$ cat src/rtl/pmc_cfg.svh
// Offsets, field positions, reset values and timing counts of the power-mode controller
`ifndef PMC_CFG_SVH
`define PMC_CFG_SVH
// Register byte addresses
`define PMC_ADDR_MODE 8'h00
`define PMC_ADDR_ACT_TPL 8'h04
`define PMC_ADDR_ALT_TPL 8'h08
`define PMC_ADDR_REG_EN 8'h0c
`define PMC_ADDR_STATUS 8'h10
`define PMC_ADDR_INT_STAT 8'h14
`define PMC_ADDR_INT_MASK 8'h18
`define PMC_ADDR_WAKE_SRC 8'h1c
// Template layout: bit 0 is the CPU
`define PMC_TPL_CPU 0
`define PMC_TPL_RESET 16'hffff
// Regulator enables: bit 0 digital, bit 1 analog
`define PMC_REG_EN_RESET 2'h3
// Interrupt status bits
`define PMC_INT_WAKE 0
`define PMC_INT_ABORT 1
`define PMC_INT_ENTERED 2
// Wake source bits
`define PMC_WK_COMP 0
`define PMC_WK_PIN 1
`define PMC_WK_I2C 2
`define PMC_WK_RTC 3
`define PMC_WK_TIMEWHEEL 4
`define PMC_WK_LVD 5
// Timing
`define PMC_CLK_MHZ 40
`define PMC_SLEEP_WAKE_NS 15000
`define PMC_HIB_WAKE_NS 100000
`define PMC_ENTRY_CYCLES 16
`define PMC_WAKE_MARGIN 8
`endif

$ cat src/rtl/pmc_pkg.sv
// Types shared by the power-mode controller files
package pmc_pkg;
  typedef enum logic [1:0] {
    PMC_ACTIVE,
    PMC_ALT_ACTIVE,
    PMC_SLEEP,
    PMC_HIBERNATE
  } pmc_mode_t;

  typedef struct packed {
    logic comparator;
    logic pin_interrupt_unit;
    logic i2c;
    logic rtc;
    logic central_timewheel;
    logic low_voltage_detect;
  } pmc_wake_t;

  typedef struct packed {
    logic hibernate_reg;
    logic sleep_reg;
    logic digital_reg;
    logic analog_reg;
  } pmc_reg_t;
endpackage : pmc_pkg

$ cat src/rtl/pmc_gate.sv
// Per-subsystem enable resolution from mode, templates and CPU override
`timescale 1ns/1ps
`include "pmc_cfg.svh"
module pmc_gate
  import pmc_pkg::*;
#(
  parameter int NSUB = 16
) (
  // Mode state
  input wire pmc_pkg::pmc_mode_t mode,
  input wire logic cpu_force,
  // Templates
  input wire logic [NSUB-1:0] act_tpl,
  input wire logic [NSUB-1:0] alt_tpl,
  // Result
  output logic [NSUB-1:0] sub_en
);
  always_comb begin
    case (mode)
      PMC_ACTIVE: sub_en = act_tpl;
      PMC_ALT_ACTIVE: sub_en = alt_tpl;
      PMC_SLEEP: sub_en = '0;
      PMC_HIBERNATE: sub_en = '0;
      default: sub_en = '0;
    endcase
    // A wakeup turns the CPU on whatever its template says
    if (cpu_force && (mode == PMC_ACTIVE)) begin
      sub_en[`PMC_TPL_CPU] = 1'b1;
    end
  end
endmodule : pmc_gate

$ cat src/rtl/pmc_sync.sv
// Three-stage synchroniser for pin-side inputs, change accepted when the last two stages agree
`timescale 1ns/1ps
module pmc_sync #(
  parameter int WIDTH = 1
) (
  // Clock and reset
  input wire logic clk_sys,
  input wire logic rst,
  // Data
  input wire logic [WIDTH-1:0] din,
  output logic [WIDTH-1:0] dout
);
  logic [WIDTH-1:0] s1, s2, s3;
  logic [WIDTH-1:0] next_dout;

  always_comb begin
    next_dout = dout;
    for (int i = 0; i < WIDTH; i++) begin
      if (s2[i] == s3[i]) begin
        next_dout[i] = s3[i];
      end
    end
  end

  always_ff @(posedge clk_sys) begin
    if (rst) begin
      s1 <= '0;
      s2 <= '0;
      s3 <= '0;
      dout <= '0;
    end else begin
      s1 <= din;
      s2 <= s1;
      s3 <= s2;
      dout <= next_dout;
    end
  end
endmodule : pmc_sync

$ cat src/rtl/pmc_top.sv
// Global power-mode controller with template gating and wakeup handling
//
// Function
// Four modes: active, alternate active, sleep, hibernate, by falling power.
// In active each subsystem follows its own active template bit.
// Disabled subsystem has clocks gated and analog bias turned off.
// Template bits may change any time; subsystem enables follow at once.
// CPU may switch itself off; next wakeup turns it back on.
// Wakeup sets mode active and enables CPU over its template bit.
// After reset the mode is active.
// Alternate active uses a separate template, otherwise like active.
// Only active is entered by wakeup/reset; lower modes by register write.
// Sleep disables most resources; timers run; resume under 15 us.
// Sleep wakes only on comparator, pins, I2C, RTC, timewheel, LOW_VOLTAGE_DETECT.
// Hibernate retains state, stops clocks, wakes on pins, under 100 us.
// Hibernate leaves only the hibernate regulator on; peripherals off.
// Firmware waits for valid I/O supplies before sleep or hibernate.
// Internal regulator enables default on; firmware may clear them.
// Mode write starts entry; a wakeup during entry aborts to active.
`include "pmc_cfg.svh"
`timescale 1ns/1ps
module pmc_top
  import pmc_pkg::*;
#(
  parameter int NSUB = 16,
  parameter int ENTRY_CYCLES = `PMC_ENTRY_CYCLES
) (
  // Clock and reset
  input wire logic clk_sys,
  input wire logic rst,
  // Register port
  input wire logic [7:0] reg_addr,
  input wire logic [31:0] reg_wdata,
  input wire logic reg_wr,
  input wire logic reg_rd,
  output logic [31:0] reg_rdata,
  // Wakeup sources, interrupt and supply flag (asynchronous)
  input wire pmc_pkg::pmc_wake_t wake_in,
  input wire logic any_irq,
  input wire logic io_supply_ok,
  // Power controls
  output logic [NSUB-1:0] sub_clk_en,
  output logic [NSUB-1:0] sub_bias_en,
  output pmc_pkg::pmc_reg_t reg_ctl,
  output pmc_pkg::pmc_mode_t mode_out,
  output logic lowspeed_osc_only,
  output logic all_clk_stop,
  output logic timed_sleep_run,
  output logic irq
);
  import pmc_pkg::*;

  // ==========================================================
  // Timing
  // ==========================================================
  // Margin covers synchroniser and output stages so the whole resume,
  // not just the settle count, stays under the limit
  localparam int SLEEP_WAKE_CYC =
    (`PMC_SLEEP_WAKE_NS * `PMC_CLK_MHZ) / 1000 - `PMC_WAKE_MARGIN;
  localparam int HIB_WAKE_CYC =
    (`PMC_HIB_WAKE_NS * `PMC_CLK_MHZ) / 1000 - `PMC_WAKE_MARGIN;
  localparam int CW = 13;

  typedef enum logic [2:0] {
    ST_RUN,
    ST_ENTER,
    ST_LOW,
    ST_RESUME
  } pmc_state_t;

  // ==========================================================
  // Input synchronisation
  // ==========================================================
  logic [7:0] wake_raw;
  logic [7:0] wake_sync;
  pmc_wake_t wk;
  logic irq_s;
  logic supply_s;

  // Supply flag is a pin level too, so it shares the synchroniser
  assign wake_raw = {io_supply_ok, any_irq, wake_in};

  pmc_sync #(.WIDTH(8)) u_sync (
    .clk_sys(clk_sys),
    .rst(rst),
    .din(wake_raw),
    .dout(wake_sync)
  );

  assign wk = wake_sync[5:0];
  assign irq_s = wake_sync[6];
  assign supply_s = wake_sync[7];

  // ==========================================================
  // State
  // ==========================================================
  pmc_state_t state, next_state;
  pmc_mode_t mode, next_mode;
  pmc_mode_t target, next_target;
  logic [CW-1:0] cnt, next_cnt;
  logic cpu_force, next_cpu_force;
  logic [NSUB-1:0] act_tpl, next_act_tpl;
  logic [NSUB-1:0] alt_tpl, next_alt_tpl;
  logic [1:0] reg_en, next_reg_en;
  logic [2:0] int_stat, next_int_stat;
  logic [2:0] int_mask, next_int_mask;
  logic [5:0] last_wake, next_last_wake;
  logic [31:0] next_rdata;
  logic wake_ev;
  logic [NSUB-1:0] sub_en;
  logic [2:0] ev;

  function automatic logic hit(input logic [7:0] a, input logic [7:0] b);
    hit = (a == b);
  endfunction : hit

  // Wakeup qualification by the mode being left or entered
  always_comb begin
    case ((state == ST_ENTER || state == ST_LOW) ? target : mode)
      PMC_ACTIVE: wake_ev = irq_s;
      PMC_ALT_ACTIVE: wake_ev = irq_s;
      PMC_SLEEP: wake_ev = |wk;
      PMC_HIBERNATE: wake_ev = wk.pin_interrupt_unit;
      default: wake_ev = 1'b0;
    endcase
  end

  always_comb begin
    next_state = state;
    next_mode = mode;
    next_target = target;
    next_cnt = cnt;
    next_cpu_force = cpu_force;
    ev = 3'h0;
    case (state)
      ST_RUN: begin
        // Rewriting the active template hands the CPU back to its bit
        if (reg_wr && hit(reg_addr, `PMC_ADDR_ACT_TPL)) begin
          next_cpu_force = 1'b0;
        end
        // Wakeup while running re-enables a CPU that switched itself off
        if (wake_ev && mode == PMC_ACTIVE) begin
          next_cpu_force = 1'b1;
          ev[`PMC_INT_WAKE] = 1'b1;
        end
        if (wake_ev && mode == PMC_ALT_ACTIVE) begin
          next_mode = PMC_ACTIVE;
          next_cpu_force = 1'b1;
          ev[`PMC_INT_WAKE] = 1'b1;
        end else if (reg_wr && hit(reg_addr, `PMC_ADDR_MODE)) begin
          case (pmc_mode_t'(reg_wdata[1:0]))
            PMC_ACTIVE: begin
              next_mode = PMC_ACTIVE;
            end
            PMC_ALT_ACTIVE: begin
              next_mode = PMC_ALT_ACTIVE;
              next_cpu_force = 1'b0;
            end
            default: begin
              next_target = pmc_mode_t'(reg_wdata[1:0]);
              next_state = ST_ENTER;
              next_cnt = CW'(ENTRY_CYCLES - 1);
            end
          endcase
        end
      end
      ST_ENTER: begin
        if (wake_ev) begin
          next_state = ST_RUN;
          next_mode = PMC_ACTIVE;
          next_cpu_force = 1'b1;
          ev[`PMC_INT_ABORT] = 1'b1;
        end else if (cnt == '0) begin
          next_state = ST_LOW;
          next_mode = target;
          ev[`PMC_INT_ENTERED] = 1'b1;
        end else begin
          next_cnt = cnt - 1'b1;
        end
      end
      ST_LOW: begin
        if (wake_ev) begin
          next_state = ST_RESUME;
          next_cnt = (mode == PMC_SLEEP) ?
            CW'(SLEEP_WAKE_CYC) : CW'(HIB_WAKE_CYC);
        end
      end
      ST_RESUME: begin
        if (cnt == '0) begin
          next_state = ST_RUN;
          next_mode = PMC_ACTIVE;
          next_cpu_force = 1'b1;
          ev[`PMC_INT_WAKE] = 1'b1;
        end else begin
          next_cnt = cnt - 1'b1;
        end
      end
      default: begin
        next_state = ST_RUN;
        next_mode = PMC_ACTIVE;
      end
    endcase
  end

  // ==========================================================
  // Registers
  // ==========================================================
  always_comb begin
    next_act_tpl = act_tpl;
    next_alt_tpl = alt_tpl;
    next_reg_en = reg_en;
    next_int_mask = int_mask;
    next_int_stat = int_stat;
    next_last_wake = last_wake;
    next_rdata = 32'h0;
    if (reg_wr) begin
      if (hit(reg_addr, `PMC_ADDR_ACT_TPL)) begin
        next_act_tpl = reg_wdata[NSUB-1:0];
      end
      if (hit(reg_addr, `PMC_ADDR_ALT_TPL)) begin
        next_alt_tpl = reg_wdata[NSUB-1:0];
      end
      if (hit(reg_addr, `PMC_ADDR_REG_EN)) begin
        next_reg_en = reg_wdata[1:0];
      end
      if (hit(reg_addr, `PMC_ADDR_INT_MASK)) begin
        next_int_mask = reg_wdata[2:0];
      end
      if (hit(reg_addr, `PMC_ADDR_INT_STAT)) begin
        next_int_stat = int_stat & ~reg_wdata[2:0];
      end
    end
    // Set beats clear so an event in the clearing cycle survives
    next_int_stat = next_int_stat | ev;
    if (wake_ev && state != ST_RUN) begin
      next_last_wake = wk;
    end
    if (reg_rd) begin
      case (reg_addr)
        `PMC_ADDR_MODE: next_rdata = {30'h0, mode};
        `PMC_ADDR_ACT_TPL: next_rdata = 32'(act_tpl);
        `PMC_ADDR_ALT_TPL: next_rdata = 32'(alt_tpl);
        `PMC_ADDR_REG_EN: next_rdata = {30'h0, reg_en};
        `PMC_ADDR_STATUS: next_rdata = {27'h0, supply_s, cpu_force,
                                        state};
        `PMC_ADDR_INT_STAT: next_rdata = {29'h0, int_stat};
        `PMC_ADDR_INT_MASK: next_rdata = {29'h0, int_mask};
        `PMC_ADDR_WAKE_SRC: next_rdata = {26'h0, last_wake};
        default: next_rdata = 32'h0;
      endcase
    end
  end

  pmc_gate #(.NSUB(NSUB)) u_gate (
    .mode(mode),
    .cpu_force(cpu_force),
    .act_tpl(act_tpl),
    .alt_tpl(alt_tpl),
    .sub_en(sub_en)
  );

  always_ff @(posedge clk_sys) begin
    if (rst) begin
      state <= ST_RUN;
      mode <= PMC_ACTIVE;
      target <= PMC_ACTIVE;
      cnt <= '0;
      cpu_force <= 1'b0;
      act_tpl <= NSUB'(`PMC_TPL_RESET);
      alt_tpl <= NSUB'(`PMC_TPL_RESET);
      reg_en <= `PMC_REG_EN_RESET;
      int_stat <= 3'h0;
      int_mask <= 3'h0;
      last_wake <= 6'h0;
      reg_rdata <= 32'h0;
      sub_clk_en <= '0;
      sub_bias_en <= '0;
      reg_ctl <= '0;
      mode_out <= PMC_ACTIVE;
      lowspeed_osc_only <= 1'b0;
      all_clk_stop <= 1'b0;
      timed_sleep_run <= 1'b0;
      irq <= 1'b0;
    end else begin
      state <= next_state;
      mode <= next_mode;
      target <= next_target;
      cnt <= next_cnt;
      cpu_force <= next_cpu_force;
      act_tpl <= next_act_tpl;
      alt_tpl <= next_alt_tpl;
      reg_en <= next_reg_en;
      int_stat <= next_int_stat;
      int_mask <= next_int_mask;
      last_wake <= next_last_wake;
      reg_rdata <= next_rdata;
      sub_clk_en <= sub_en;
      sub_bias_en <= sub_en;
      reg_ctl.hibernate_reg <= 1'b1;
      reg_ctl.sleep_reg <= (mode == PMC_SLEEP);
      reg_ctl.digital_reg <= reg_en[0] && (mode != PMC_HIBERNATE);
      reg_ctl.analog_reg <= reg_en[1] && (mode != PMC_HIBERNATE);
      mode_out <= mode;
      lowspeed_osc_only <= (mode == PMC_SLEEP);
      all_clk_stop <= (mode == PMC_HIBERNATE);
      timed_sleep_run <= (mode != PMC_HIBERNATE);
      irq <= |(next_int_stat & int_mask);
    end
  end
endmodule : pmc_top

$ cat config.mk
export PLATFORM = sky130hd
export DESIGN_NAME = pmc_top
export DESIGN_NICKNAME = d
export VERILOG_FILES = /design/src/rtl/pmc_pkg.sv /design/src/rtl/pmc_gate.sv /design/src/rtl/pmc_sync.sv /design/src/rtl/pmc_top.sv
export VERILOG_INCLUDE_DIRS = /design/src /design/src/rtl
export SDC_FILE = /design/constraint.sdc
export NUM_CORES = 1
export LEC_CHECK = 0
export BUFFER_PORTS_ARGS = -buffer_cell sky130_fd_sc_hd__buf_4
export CAP_MARGIN = 10
export CORE_UTILIZATION = 49
export DETAILED_ROUTE_END_ITERATION = 7
export PLACE_DENSITY = 0.76
export REMOVE_ABC_BUFFERS = 1
export SLEW_MARGIN = 20
export SYNTH_ARGS = -nofsm -noshare
export SYNTH_HDL_FRONTEND = slang
export SYNTH_SLANG_ARGS = --single-unit
$ cat constraint.sdc
create_clock -name clk_sys -period 2.75 [get_ports clk_sys]
set_input_delay 0.55 -clock clk_sys [delete_from_list [all_inputs] [get_ports clk_sys]]
set_output_delay 0.55 -clock clk_sys [all_outputs]
set_load 0.01 [all_outputs]
==> results.md, run 1 <==
| Step | Parameter | This run |
| --- | --- | --- |
| outcome | Outcome | finished clean |
| layout | Most common cell after layout, fill and taps aside | sky130_fd_sc_hd__dfxtp_1 |
| die | Floorplan row count | 39 |
| synth | Library cell occupying the most area in the post-synthesis netlist | sky130_fd_sc_hd__dfxtp_1 |
| route | Final routed DRC violation total | 0 |
| die | Placeable core area | 0.01142 mm² |
| synth | Sequential-to-total area share from yosys stat | 0.4853 |
| synth | Share of synthesized registers carrying an async set or reset | 0 |
| cts | TritonCTS Sinks | 139 |
| grt | Global-route wire length before repair | 22,200 µm |
| pwr | Leakage | 2.940 nW |
| layout | Antenna diodes | 0 |
| synth | Most instantiated flip-flop cell in the synthesis netlist | sky130_fd_sc_hd__dfxtp_1 |
| grt | Via count of the first global-routing pass | 4,528 |
| cts | CTS root buf | sky130_fd_sc_hd__clkbuf_16 |
| route | Detailed-route wire length per cell | 15.76 µm |
| critical path | Number of buffers and inverters on the critical path | 2 |
| critical path | Largest driver fanout on the critical path | 8 |
| layout | Final core area utilization | 0.6198 |
| grt | Number of antenna violations at the first check in global routing | 0 |
| route | Detailed Routing Iterations Pass 1 | 5 |
| timing | Hold violation count in the final report | 0 |
| pwr | Power per unit of standard cell area | 715.8 mW/mm² |
| cts | Number of H-tree branching levels | 4 |
| cts | Later-pin clock latency in the skew report | 0.42 ns |
| critical path | Startpoint-to-endpoint class of the critical path | reg -> reg |
| critical path | Most frequent cell on the critical path | sky130_fd_sc_hd__mux2i_1 |
| timing | Actual slew at the worst max-slew pin | 0.7246 ns |
| die | Overall die area | 0.01214 mm² |
| cts | Clock-pin slew reported for the worst setup and hold paths after clock tree synthesis | 0.06 ns |
| die | Die Span X | 110.2 µm |
| critical path | Element type at the critical path end | flop |
| timing | Max transition margin | 0.5158 |
| place | Port bufs | 93 |
| run | Max cap viols | 0 |
| die | Effective utilization at floorplan | 0.5022 |
| synth | Top post-synthesis cells by area | sky130_fd_sc_hd__dfxtp_1, sky130_fd_sc_hd__nand2_1, sky130_fd_sc_hd__mux2i_1 |
| synth | Gate count after technology mapping | 655 |
| critical path | Slowest stage cell on the critical path | sky130_fd_sc_hd__a221o_2 |
| cts | # hold bufs at CTS | 0 |
| timing | Setup Viol. Count Final | 0 |
| critical path | Delay-heaviest family, CP | compound AO/OA/AOI/OAI gates |
| critical path | Arr. time, crit path | 2.88 ns |
| route | Post-DR vias/cell | 5.536 |
| route | Total wire length after detailed routing | 14,090 µm |
| die | I/O pin total | 126 |
| grt | Largest net degree at the start of global routing | 34 |
| hold path | Type of the worst min-delay path | in -> reg |
| layout | Commonest cells after routing, fill and taps aside | sky130_fd_sc_hd__dfxtp_1, sky130_fd_sc_hd__buf_4, sky130_fd_sc_hd__nand2_1 |
| route | Antenna Nets Post-Route | 0 |
| synth | Post-Synthesis Mean Instance Area | 8.755 µm² |
| die | Die Ht | 110.2 µm |
| synth | Synth Cell Area | 0.005734 mm² |
| synth | Number of different library cells in the post-synthesis netlist | 57 |
| critical path | Type of origin of the critical path | flop |
| layout | Area grow syn2layout | 23.41% |
| place | Post-placement cell area | 0.006460 mm² |
| timing | Setup clock skew after layout | 0.006302 ns |
| place | Worst setup slack after placement | 0.008711 ns |
| grt | Grt total ovfl | 0 |
| place | HPWL reported at the end of detailed placement | 9666 µm |
| timing | Final worst-path cycle share | 0.9424 |
| timing | Final max-slew violation count | 0 |
| timing | Time the final worst path needs with I/O delays and setup | 2.592 ns |
| timing | Maximum clock rate | 385.9 MHz |
| route | Number of violations reported at the end of detailed-routing iteration 0 | 469 |
| layout | Number of nets in the finished design | 797 |
| place | Final GP Congestion | 0.9428 |
| pwr | Worst IR drop on VDD | 0.4447 mV |
| cts | TritonCTS clock tree | built |
| synth | Post-synth EDFFs | 0 |
| layout | Share of cells above drive strength 1 | 0.2170 |
| route | Routed via count | 4,949 |
| cts | Number of buffers created by CTS | 17 |
| synth | Total of warnings raised by yosys | 0 |
| grt | GR Util All Layers | 0.2413 |
| synth | Post-synth top area share | 0.4853 |
| critical path | Cell-by-cell trace of the critical path | inv_1, ha_4, mux2i_1, mux2i_1, a21oi_2, a221o_2, buf_4, o311ai_0, o21ai_0 |
| cts | Clk buf depth | 2 |
| synth | Number of storage elements in the synthesis netlist | 139 |
| layout | Finished Cell Area | 0.007077 mm² |
| timing | Final worst setup slack | 0.1585 ns |
| critical path | Slowest cell delay on critical path | 0.42 ns |
| critical path | CP required | 3.04 ns |
| timing | RSZ-0062 raised after global routing | false |
==> stage by stage <==
step / hold WS, ns / cells / total power [mW] / TNS [ns]
2_1_floorplan: 0.4138 / 599 / 2.510 / -0.3554
3_3_place_gp: 0.4169 / 862 / 2.761 / 0
3_5_place_dp: 0.4256 / 862 / 2.768 / 0
4_1_cts: 0.3239 / 894 / 5.081 / 0
5_1_grt: 0.3295 / 894 / 5.256 / 0
6_report: 0.3380 / 894 / 5.066 / 0
==> Yosys cell counts (5+ instances only) <==
library cell               number
sky130_fd_sc_hd__a31oi_1        5
sky130_fd_sc_hd__nor2b_1       26
sky130_fd_sc_hd__a21oi_1       35
sky130_fd_sc_hd__nor2_1        66
sky130_fd_sc_hd__buf_4         33
sky130_fd_sc_hd__nand4_1        5
sky130_fd_sc_hd__nand2_1       92
sky130_fd_sc_hd__nand3_1       36
sky130_fd_sc_hd__o31ai_1       12
sky130_fd_sc_hd__dfxtp_1      139
sky130_fd_sc_hd__nor3_1        10
sky130_fd_sc_hd__o211ai_1       9
sky130_fd_sc_hd__and2_1         7
sky130_fd_sc_hd__mux2i_1       26
sky130_fd_sc_hd__a22oi_1       19
sky130_fd_sc_hd__clkbuf_1      28
sky130_fd_sc_hd__ha_1           7
sky130_fd_sc_hd__o21ai_0       19
sky130_fd_sc_hd__inv_1         14
sky130_fd_sc_hd__o311ai_0      10
==> state kept, by name, indices dropped and copies added (netlist names), 8 cells and up <==
signal and count:
act_tpl 16, alt_tpl 16, reg_rdata 16, sub_bias_en 16, cnt 13, u_sync.dout 8, u_sync.s1 8, u_sync.s2 8
u_sync.s3 8
==> routing by layer <==
layer  vias to the layer above  global-route usage  part of all wire
met5                         -                   0                 0
met4                         0             0.08835             0.013
met3                        19             0.06467             0.079
met2                       217              0.3853              0.48
met1                      2309              0.3131              0.43
li1                       2404                   -                 -
==> power by group <==
| part | switching [mW] | leakage (nW) | internal [mW] |
|---|---|---|---|
| logic | 0.381 | 1.51 | 0.258 |
| registers | 0.0350 | 1.13 | 2.07 |
| clock network | 0.849 | 0.293 | 1.47 |
==> final timing paths <==
path	from	to	slack, ns	cells after the start
min	wake_in[2]	u_sync.s1[2]	0.34	2
max	state[1]	cnt[12]	0.16	9
min reg2reg	u_sync.s1[3]	u_sync.s2[3]	0.43	1
max reg2reg	state[1]	cnt[12]	0.16	9
==> cell families after synthesis <==
family / share of synthesized area
compound gates: 0.1527
xor+xnor: 0.001528
fa+ha+maj: 0.01527
buf+inv: 0.08139
flops: 0.4853
mux: 0.04931
other cells: 0.0006540
simple gates: 0.2138
==> cell type report <==
| type | instances | area (µm²) |
|---|---|---|
| Timing Repair Buffer | 120 | 900.9 |
| Sequential cell | 139 | 2783 |
| Fill cell | 953 | 4342 |
| Tap cell | 143 | 178.9 |
| Clock inverter | 11 | 142.6 |
| Multi-Input combinational cell | 445 | 2555 |
| Clock buffer | 21 | 460.4 |
| Inverter | 15 | 56.30 |
==> repair_timing <==
item                                    4_1_cts  5_1_grt
setup buffers                                 0        0
endpoints found under the setup margin        1       13
gates cloned                                  0        0
endpoints found under the hold margin         0        0
gates resized for setup                       1        7
Note: power is estimated with default switching activity, not from simulation.
==> run 2: changes to the inputs <==
--- a/config.mk
+++ b/config.mk
@@ -10,6 +10,7 @@
 export CAP_MARGIN = 10
 export CORE_UTILIZATION = 49
 export DETAILED_ROUTE_END_ITERATION = 7
+export MAX_ROUTING_LAYER = met4
 export PLACE_DENSITY = 0.76
 export REMOVE_ABC_BUFFERS = 1
 export SLEW_MARGIN = 20
==> results.md, run 2 (same netlist as run 1, synthesis figures left out) <==
| Step | Parameter | This run |
| --- | --- | --- |
| die | Die Ht | 110.2 µm |
| critical path | R2r startpoint | cnt[0] |
| die | Placeable core area | 0.01142 mm² |
| cts | Post-CTS Setup Inserts | 0 |
| timing | Time the final worst path needs with I/O delays and setup | 2.619 ns |
| route | Routed via count | 4,960 |
| route | Post-DR vias/cell | 5.561 |
| outcome | Outcome | finished clean |
| pwr | Leakage | 2.943 nW |
| route | Total wire length after detailed routing | 13,830 µm |
| grt | Grt met1 use | 0.3084 |
| pwr | Power per unit of standard cell area | 716.8 mW/mm² |
| layout | Count of filler cells inserted in the layout | 969 |
| place | Port bufs | 93 |
| layout | Non-filler instance count after layout | 892 |
| die | I/O pin total | 126 |
| timing | Maximum clock rate | 381.8 MHz |
| cts | Number of buffers created by CTS | 17 |
| critical path | FF-to-FF End | cnt[1] |
| layout | Number of nets in the finished design | 796 |
| grt | Most Used Layer, Global Route | met2 |
| route | Detailed-route wire length per cell | 15.51 µm |
| grt | Via count of the first global-routing pass | 4,558 |
| timing | Max transition margin | 0.5492 |
| timing | RSZ-0062 raised after global routing | false |
| layout | Commonest cells after routing, fill and taps aside | sky130_fd_sc_hd__dfxtp_1, sky130_fd_sc_hd__buf_4, sky130_fd_sc_hd__nand2_1 |
| timing | Final hold slack | 0.3402 ns |
| hold path | Type of the worst min-delay path | in -> reg |
| place | Final GP Congestion | 0.9263 |
| route | Final routed DRC violation total | 0 |
| cts | Clk buf depth | 2 |
| critical path | Startpoint-to-endpoint class of the critical path | reg -> reg |
| hold path | Hold Crit Start | wake_in[1] |
| place | HPWL reported at the end of detailed placement | 9712 µm |
| die | Effective utilization at floorplan | 0.5022 |
| critical path | Register-to-register path setup slack | 0.13 ns |
| place | Inst Count DP | 861 |
| grt | Global-route wire length before repair | 21,810 µm |
| timing | Final worst setup slack | 0.1307 ns |
| grt | Global routing usage on met2 | 0.3661 |
| hold path | WHS Endpoint | u_sync.s1[1] |
| layout | Most common cell after layout, fill and taps aside | sky130_fd_sc_hd__dfxtp_1 |
| layout | Final core area utilization | 0.6220 |
| cts | TritonCTS clock tree | built |
| cts | Later-pin clock latency in the skew report | 0.42 ns |
| critical path | CP required | 3.06 ns |
| layout | Finished Cell Area | 0.007102 mm² |
| place | Worst setup slack after placement | -0.02134 ns |
| route | Number of violations reported at the end of detailed-routing iteration 0 | 415 |
| grt | GR Util All Layers | 0.2425 |
| layout | Antenna diodes | 0 |
| place | Post-placement cell area | 0.006452 mm² |
| timing | Hold violation count in the final report | 0 |
| critical path | Worst Reg-to-Reg Cells | 8 |
| grt | Number of antenna violations at the first check in global routing | 0 |
| critical path | Type of origin of the critical path | flop |
| critical path | Arr. time, crit path | 2.93 ns |
| timing | Setup Viol. Count Final | 0 |
| cts | Number of H-tree branching levels | 4 |
| timing | Final worst-path cycle share | 0.9525 |
| hold path | Worst hold path depth | 2 |
| critical path | Element type at the critical path end | flop |
| cts | CTS root buf | sky130_fd_sc_hd__clkbuf_16 |
| grt | Met3 Resource Use GR | 0.06820 |
| layout | Share of cells above drive strength 1 | 0.2176 |
| route | Antenna Nets Post-Route | 0 |
| die | Die Span X | 110.2 µm |
| die | Overall die area | 0.01214 mm² |
| layout | Area grow syn2layout | 23.85% |
| grt | Grt total ovfl | 0 |
| grt | Largest net degree at the start of global routing | 31 |
| pwr | Worst IR drop on VDD | 0.5806 mV |
| timing | Setup clock skew after layout | 0.004349 ns |
| cts | TritonCTS Sinks | 139 |
| cts | Clock-pin slew reported for the worst setup and hold paths after clock tree synthesis | 0.05 ns |
| timing | Actual slew at the worst max-slew pin | 0.6746 ns |
| route | Detailed Routing Iterations Pass 1 | 5 |
| run | Max cap viols | 0 |
| timing | Final max-slew violation count | 0 |
| die | Floorplan row count | 39 |
| critical path | Largest driver fanout on the critical path | 13 |
-- run 2: changes by cell type in the layout (fill, tap and decap cells not counted), moves of 2 or more --
cell	change
sky130_fd_sc_hd__mux2i_1	-2
sky130_fd_sc_hd__clkinvlp_4	-2
sky130_fd_sc_hd__clkbuf_1	+2
sky130_fd_sc_hd__o311ai_1	+3
sky130_fd_sc_hd__o311ai_0	-4
-- run 2: worst max-delay path by stage --
stage	startpoint	depth (start not counted)	end	slack, ns
after floorplan	state[0]	8	cnt[1]	-0.13
after global placement	state[1]	9	cnt[10]	0.14
after detailed placement	state[1]	8	cnt[0]	-0.02
after CTS	state[1]	9	cnt[12]	0.005
after global routing	state[1]	8	cnt[0]	0.01
final	cnt[0]	8	cnt[1]	0.13
-- run 2: power by group --
| group | leakage, nW | total [mW] | internal (mW) | switching, mW |
|---|---|---|---|---|
| clock | 0.294 | 2.31 | 1.49 | 0.817 |
| combinational | 1.52 | 0.674 | 0.268 | 0.407 |
| sequential | 1.13 | 2.11 | 2.07 | 0.0365 |
-- run 2: worst max-delay path, cell delays in order (launching register included) --
cell and delay [ns]:
sky130_fd_sc_hd__dfxtp_1 0.34, sky130_fd_sc_hd__inv_1 0.13, sky130_fd_sc_hd__ha_1 0.18, sky130_fd_sc_hd__or4b_2 0.64
sky130_fd_sc_hd__nor4_4 0.24, sky130_fd_sc_hd__and2_1 0.19, sky130_fd_sc_hd__o22a_1 0.19, sky130_fd_sc_hd__or2_4 0.24
sky130_fd_sc_hd__mux2_2 0.35
-- run 2: routing by layer --
metal | vias up | wire, µm
met5 | - | 0
met4 | 0 | 194
met3 | 21 | 1070
met2 | 201 | 6552
met1 | 2352 | 6015
li1 | 2386 | -
-- run 2: cell type report --
type,count,area [µm²],area share
well taps,143,178.9,0.02519
multi-input cells,445,2595,0.3654
clock buffers,24,481.7,0.06783
clock inverters,7,113.9,0.01603
inverters,15,56.30,0.007928
flip-flops and latches,139,2783,0.3918
repair buffers,119,893.4,0.1258
-- run 2: timing repair --
| action | in CTS | in global routing |
|---|---|---|
| setup endpoints to repair | 3 | 14 |
| gates resized for setup | 1 | 17 |
| cloned | 0 | 0 |
| hold buffers | 0 | 0 |
-- run 2: metrics by stage --
step           power, mW   TNS, ns
6_report           5.091         0
5_1_grt            5.277         0
4_1_cts            5.072         0
3_5_place_dp       2.776  -0.02134
3_3_place_gp       2.766         0
2_1_floorplan      2.510   -0.3554
==> run 3: changes to the inputs <==
==> constraint.sdc (replaced) <==
create_clock -name clk_sys -period 2.75 [get_ports clk_sys]
set_input_delay 0.275 -clock clk_sys [delete_from_list [all_inputs] [get_ports clk_sys]]
set_output_delay 0.275 -clock clk_sys [all_outputs]
set_load 0.01 [all_outputs]
==> results.md, run 3 (same netlist as run 1, synthesis figures left out) <==
| Step | Parameter | This run |
| --- | --- | --- |
| outcome | Outcome | finished clean |
| timing | Hold violation count in the final report | 0 |
| route | Detailed Routing Iterations Pass 1 | 5 |
| timing | Setup Viol. Count Final | 0 |
| timing | Final max-slew violation count | 0 |
| die | I/O pin total | 126 |
| route | Total wire length after detailed routing | 13,990 µm |
| timing | Aggregate negative setup slack | 0 ns |
| timing | Max transition margin | 0.4126 |
| critical path | Arr. time, crit path | 2.94 ns |
| place | Port bufs | 93 |
| cts | Number of H-tree branching levels | 4 |
| grt | Largest net degree at the start of global routing | 66 |
| pwr | Power per unit of standard cell area | 700.0 mW/mm² |
| place | Final GP Congestion | 0.9117 |
| cts | Clock-pin slew reported for the worst setup and hold paths after clock tree synthesis | 0.05 ns |
| route | Detailed-route wire length per cell | 15.75 µm |
| route | Post-DR vias/cell | 5.625 |
| die | Effective utilization at floorplan | 0.5022 |
| cts | TritonCTS Sinks | 139 |
| timing | Setup clock skew after layout | 0.005296 ns |
| cts | Number of buffers created by CTS | 17 |
| cts | # hold bufs at CTS | 0 |
| critical path | Type of origin of the critical path | flop |
| cts | Later-pin clock latency in the skew report | 0.42 ns |
| timing | Time the final worst path needs with I/O delays and setup | 2.681 ns |
| run | Max cap viols | 0 |
| timing | Maximum clock rate | 373.0 MHz |
| grt | Via count of the first global-routing pass | 4,603 |
| route | Final routed DRC violation total | 0 |
| layout | Antenna diodes | 0 |
| die | Floorplan row count | 39 |
| route | Routed via count | 4,995 |
| critical path | Element type at the critical path end | flop |
| die | Placeable core area | 0.01142 mm² |
| die | Die Ht | 110.2 µm |
| pwr | Worst IR drop on VDD | 0.5104 mV |
| grt | Grt total ovfl | 0 |
| grt | Global-route wire length before repair | 22,020 µm |
| cts | TritonCTS clock tree | built |
| critical path | CP required | 3.01 ns |
| hold path | Type of the worst min-delay path | in -> reg |
| layout | Count of filler cells inserted in the layout | 993 |
| timing | Actual slew at the worst max-slew pin | 0.8785 ns |
| cts | CTS root buf | sky130_fd_sc_hd__clkbuf_16 |
| route | Number of violations reported at the end of detailed-routing iteration 0 | 292 |
| layout | Share of cells above drive strength 1 | 0.2121 |
| grt | GR Util All Layers | 0.2453 |
| pwr | Leakage | 2.887 nW |
| critical path | Largest driver fanout on the critical path | 7 |
| critical path | Startpoint-to-endpoint class of the critical path | reg -> reg |
| layout | Area grow syn2layout | 22.15% |
| route | Antenna Nets Post-Route | 0 |
| layout | Commonest cells after routing, fill and taps aside | sky130_fd_sc_hd__dfxtp_1, sky130_fd_sc_hd__buf_4, sky130_fd_sc_hd__nand2_1 |
| layout | Most common cell after layout, fill and taps aside | sky130_fd_sc_hd__dfxtp_1 |
| die | Die Span X | 110.2 µm |
| timing | Final hold slack | 0.06573 ns |
| layout | Number of nets in the finished design | 793 |
| grt | Number of antenna violations at the first check in global routing | 0 |
| place | HPWL reported at the end of detailed placement | 9401 µm |
| die | Overall die area | 0.01214 mm² |
| timing | Final worst-path cycle share | 0.9749 |
| cts | Clk buf depth | 2 |
[run 3: cell types whose count changed in the layout (fill, tap and decap cells not counted), moves of 2 or more]
cell	previous run	this run
sky130_fd_sc_hd__o311ai_0	1	3
sky130_fd_sc_hd__buf_4	119	115
sky130_fd_sc_hd__bufinv_16	3	1
sky130_fd_sc_hd__clkinvlp_4	0	2
[run 3: what timing repair did]
item,4_1_cts,5_1_grt
setup endpoints to repair,8,14
buffers inserted,2,0
pin swaps,1,1
resized for setup,3,10
[run 3: routing by layer]
| layer | wire (µm) | track usage | share of wire | up-vias |
|---|---|---|---|---|
| li1 | - | - | - | 2388 |
| met1 | 5907 | 0.3077 | 0.42 | 2353 |
| met2 | 6658 | 0.3817 | 0.48 | 222 |
| met3 | 1127 | 0.06584 | 0.081 | 32 |
| met4 | 294 | 0.08647 | 0.021 | 0 |
| met5 | 0 | - | 0 | - |
[run 3: cell type report]
type | instances | area [µm²] | area share
clock buffer | 24 | 491.7 | 0.07020
clock inverter | 6 | 63.81 | 0.009110
inverter | 15 | 56.30 | 0.008039
multi-input combinational | 445 | 2562 | 0.3658
sequential | 139 | 2783 | 0.3973
tap | 143 | 178.9 | 0.02554
timing repair buffer | 116 | 868.3 | 0.1240
[run 3: final timing paths]
path / start / end / slack [ns] / depth (start not counted)
worst max-delay path: state[1] / cnt[10] / 0.07 / 9
worst min-delay path: io_supply_ok / u_sync.s1[7] / 0.07 / 2
worst max register to register: state[1] / cnt[10] / 0.07 / 9
worst min register to register: u_sync.s1[3] / u_sync.s2[3] / 0.43 / 1
[run 3: metrics by stage]
step | instance area, µm² | power (mW) | cells | setup WS, ns | utilization
2_1_floorplan | 5380 | 2.510 | 599 | -0.1348 | -
6_report | 7004 | 4.903 | 888 | 0.06902 | 0.6134
3_3_place_gp | 6415 | 2.763 | 856 | 0.1047 | 0.5618
5_1_grt | 7004 | 5.086 | 888 | -0.002023 | 0.6134
4_1_cts | 6985 | 4.905 | 888 | 0.003612 | 0.6118
3_5_place_dp | 6415 | 2.774 | 856 | -0.1414 | 0.5618
[run 3: report_power, final]
group	leakage [nW]	total, mW	internal (mW)	switching [mW]
registers	1.13	2.11	2.07	0.0356
clock network	0.268	2.13	1.33	0.802
logic	1.49	0.666	0.262	0.403
total	2.89	4.90	3.66	1.24
[run 3: worst max-delay path: stages, from the launching register on]
cell and delay, ns:
sky130_fd_sc_hd__dfxtp_1 0.33, sky130_fd_sc_hd__inv_1 0.11, sky130_fd_sc_hd__ha_4 0.33, sky130_fd_sc_hd__mux2i_2 0.24, sky130_fd_sc_hd__mux2i_2 0.30, sky130_fd_sc_hd__a21oi_2 0.11
sky130_fd_sc_hd__a221o_2 0.42, sky130_fd_sc_hd__buf_4 0.19, sky130_fd_sc_hd__o311ai_1 0.34, sky130_fd_sc_hd__o31ai_1 0.15
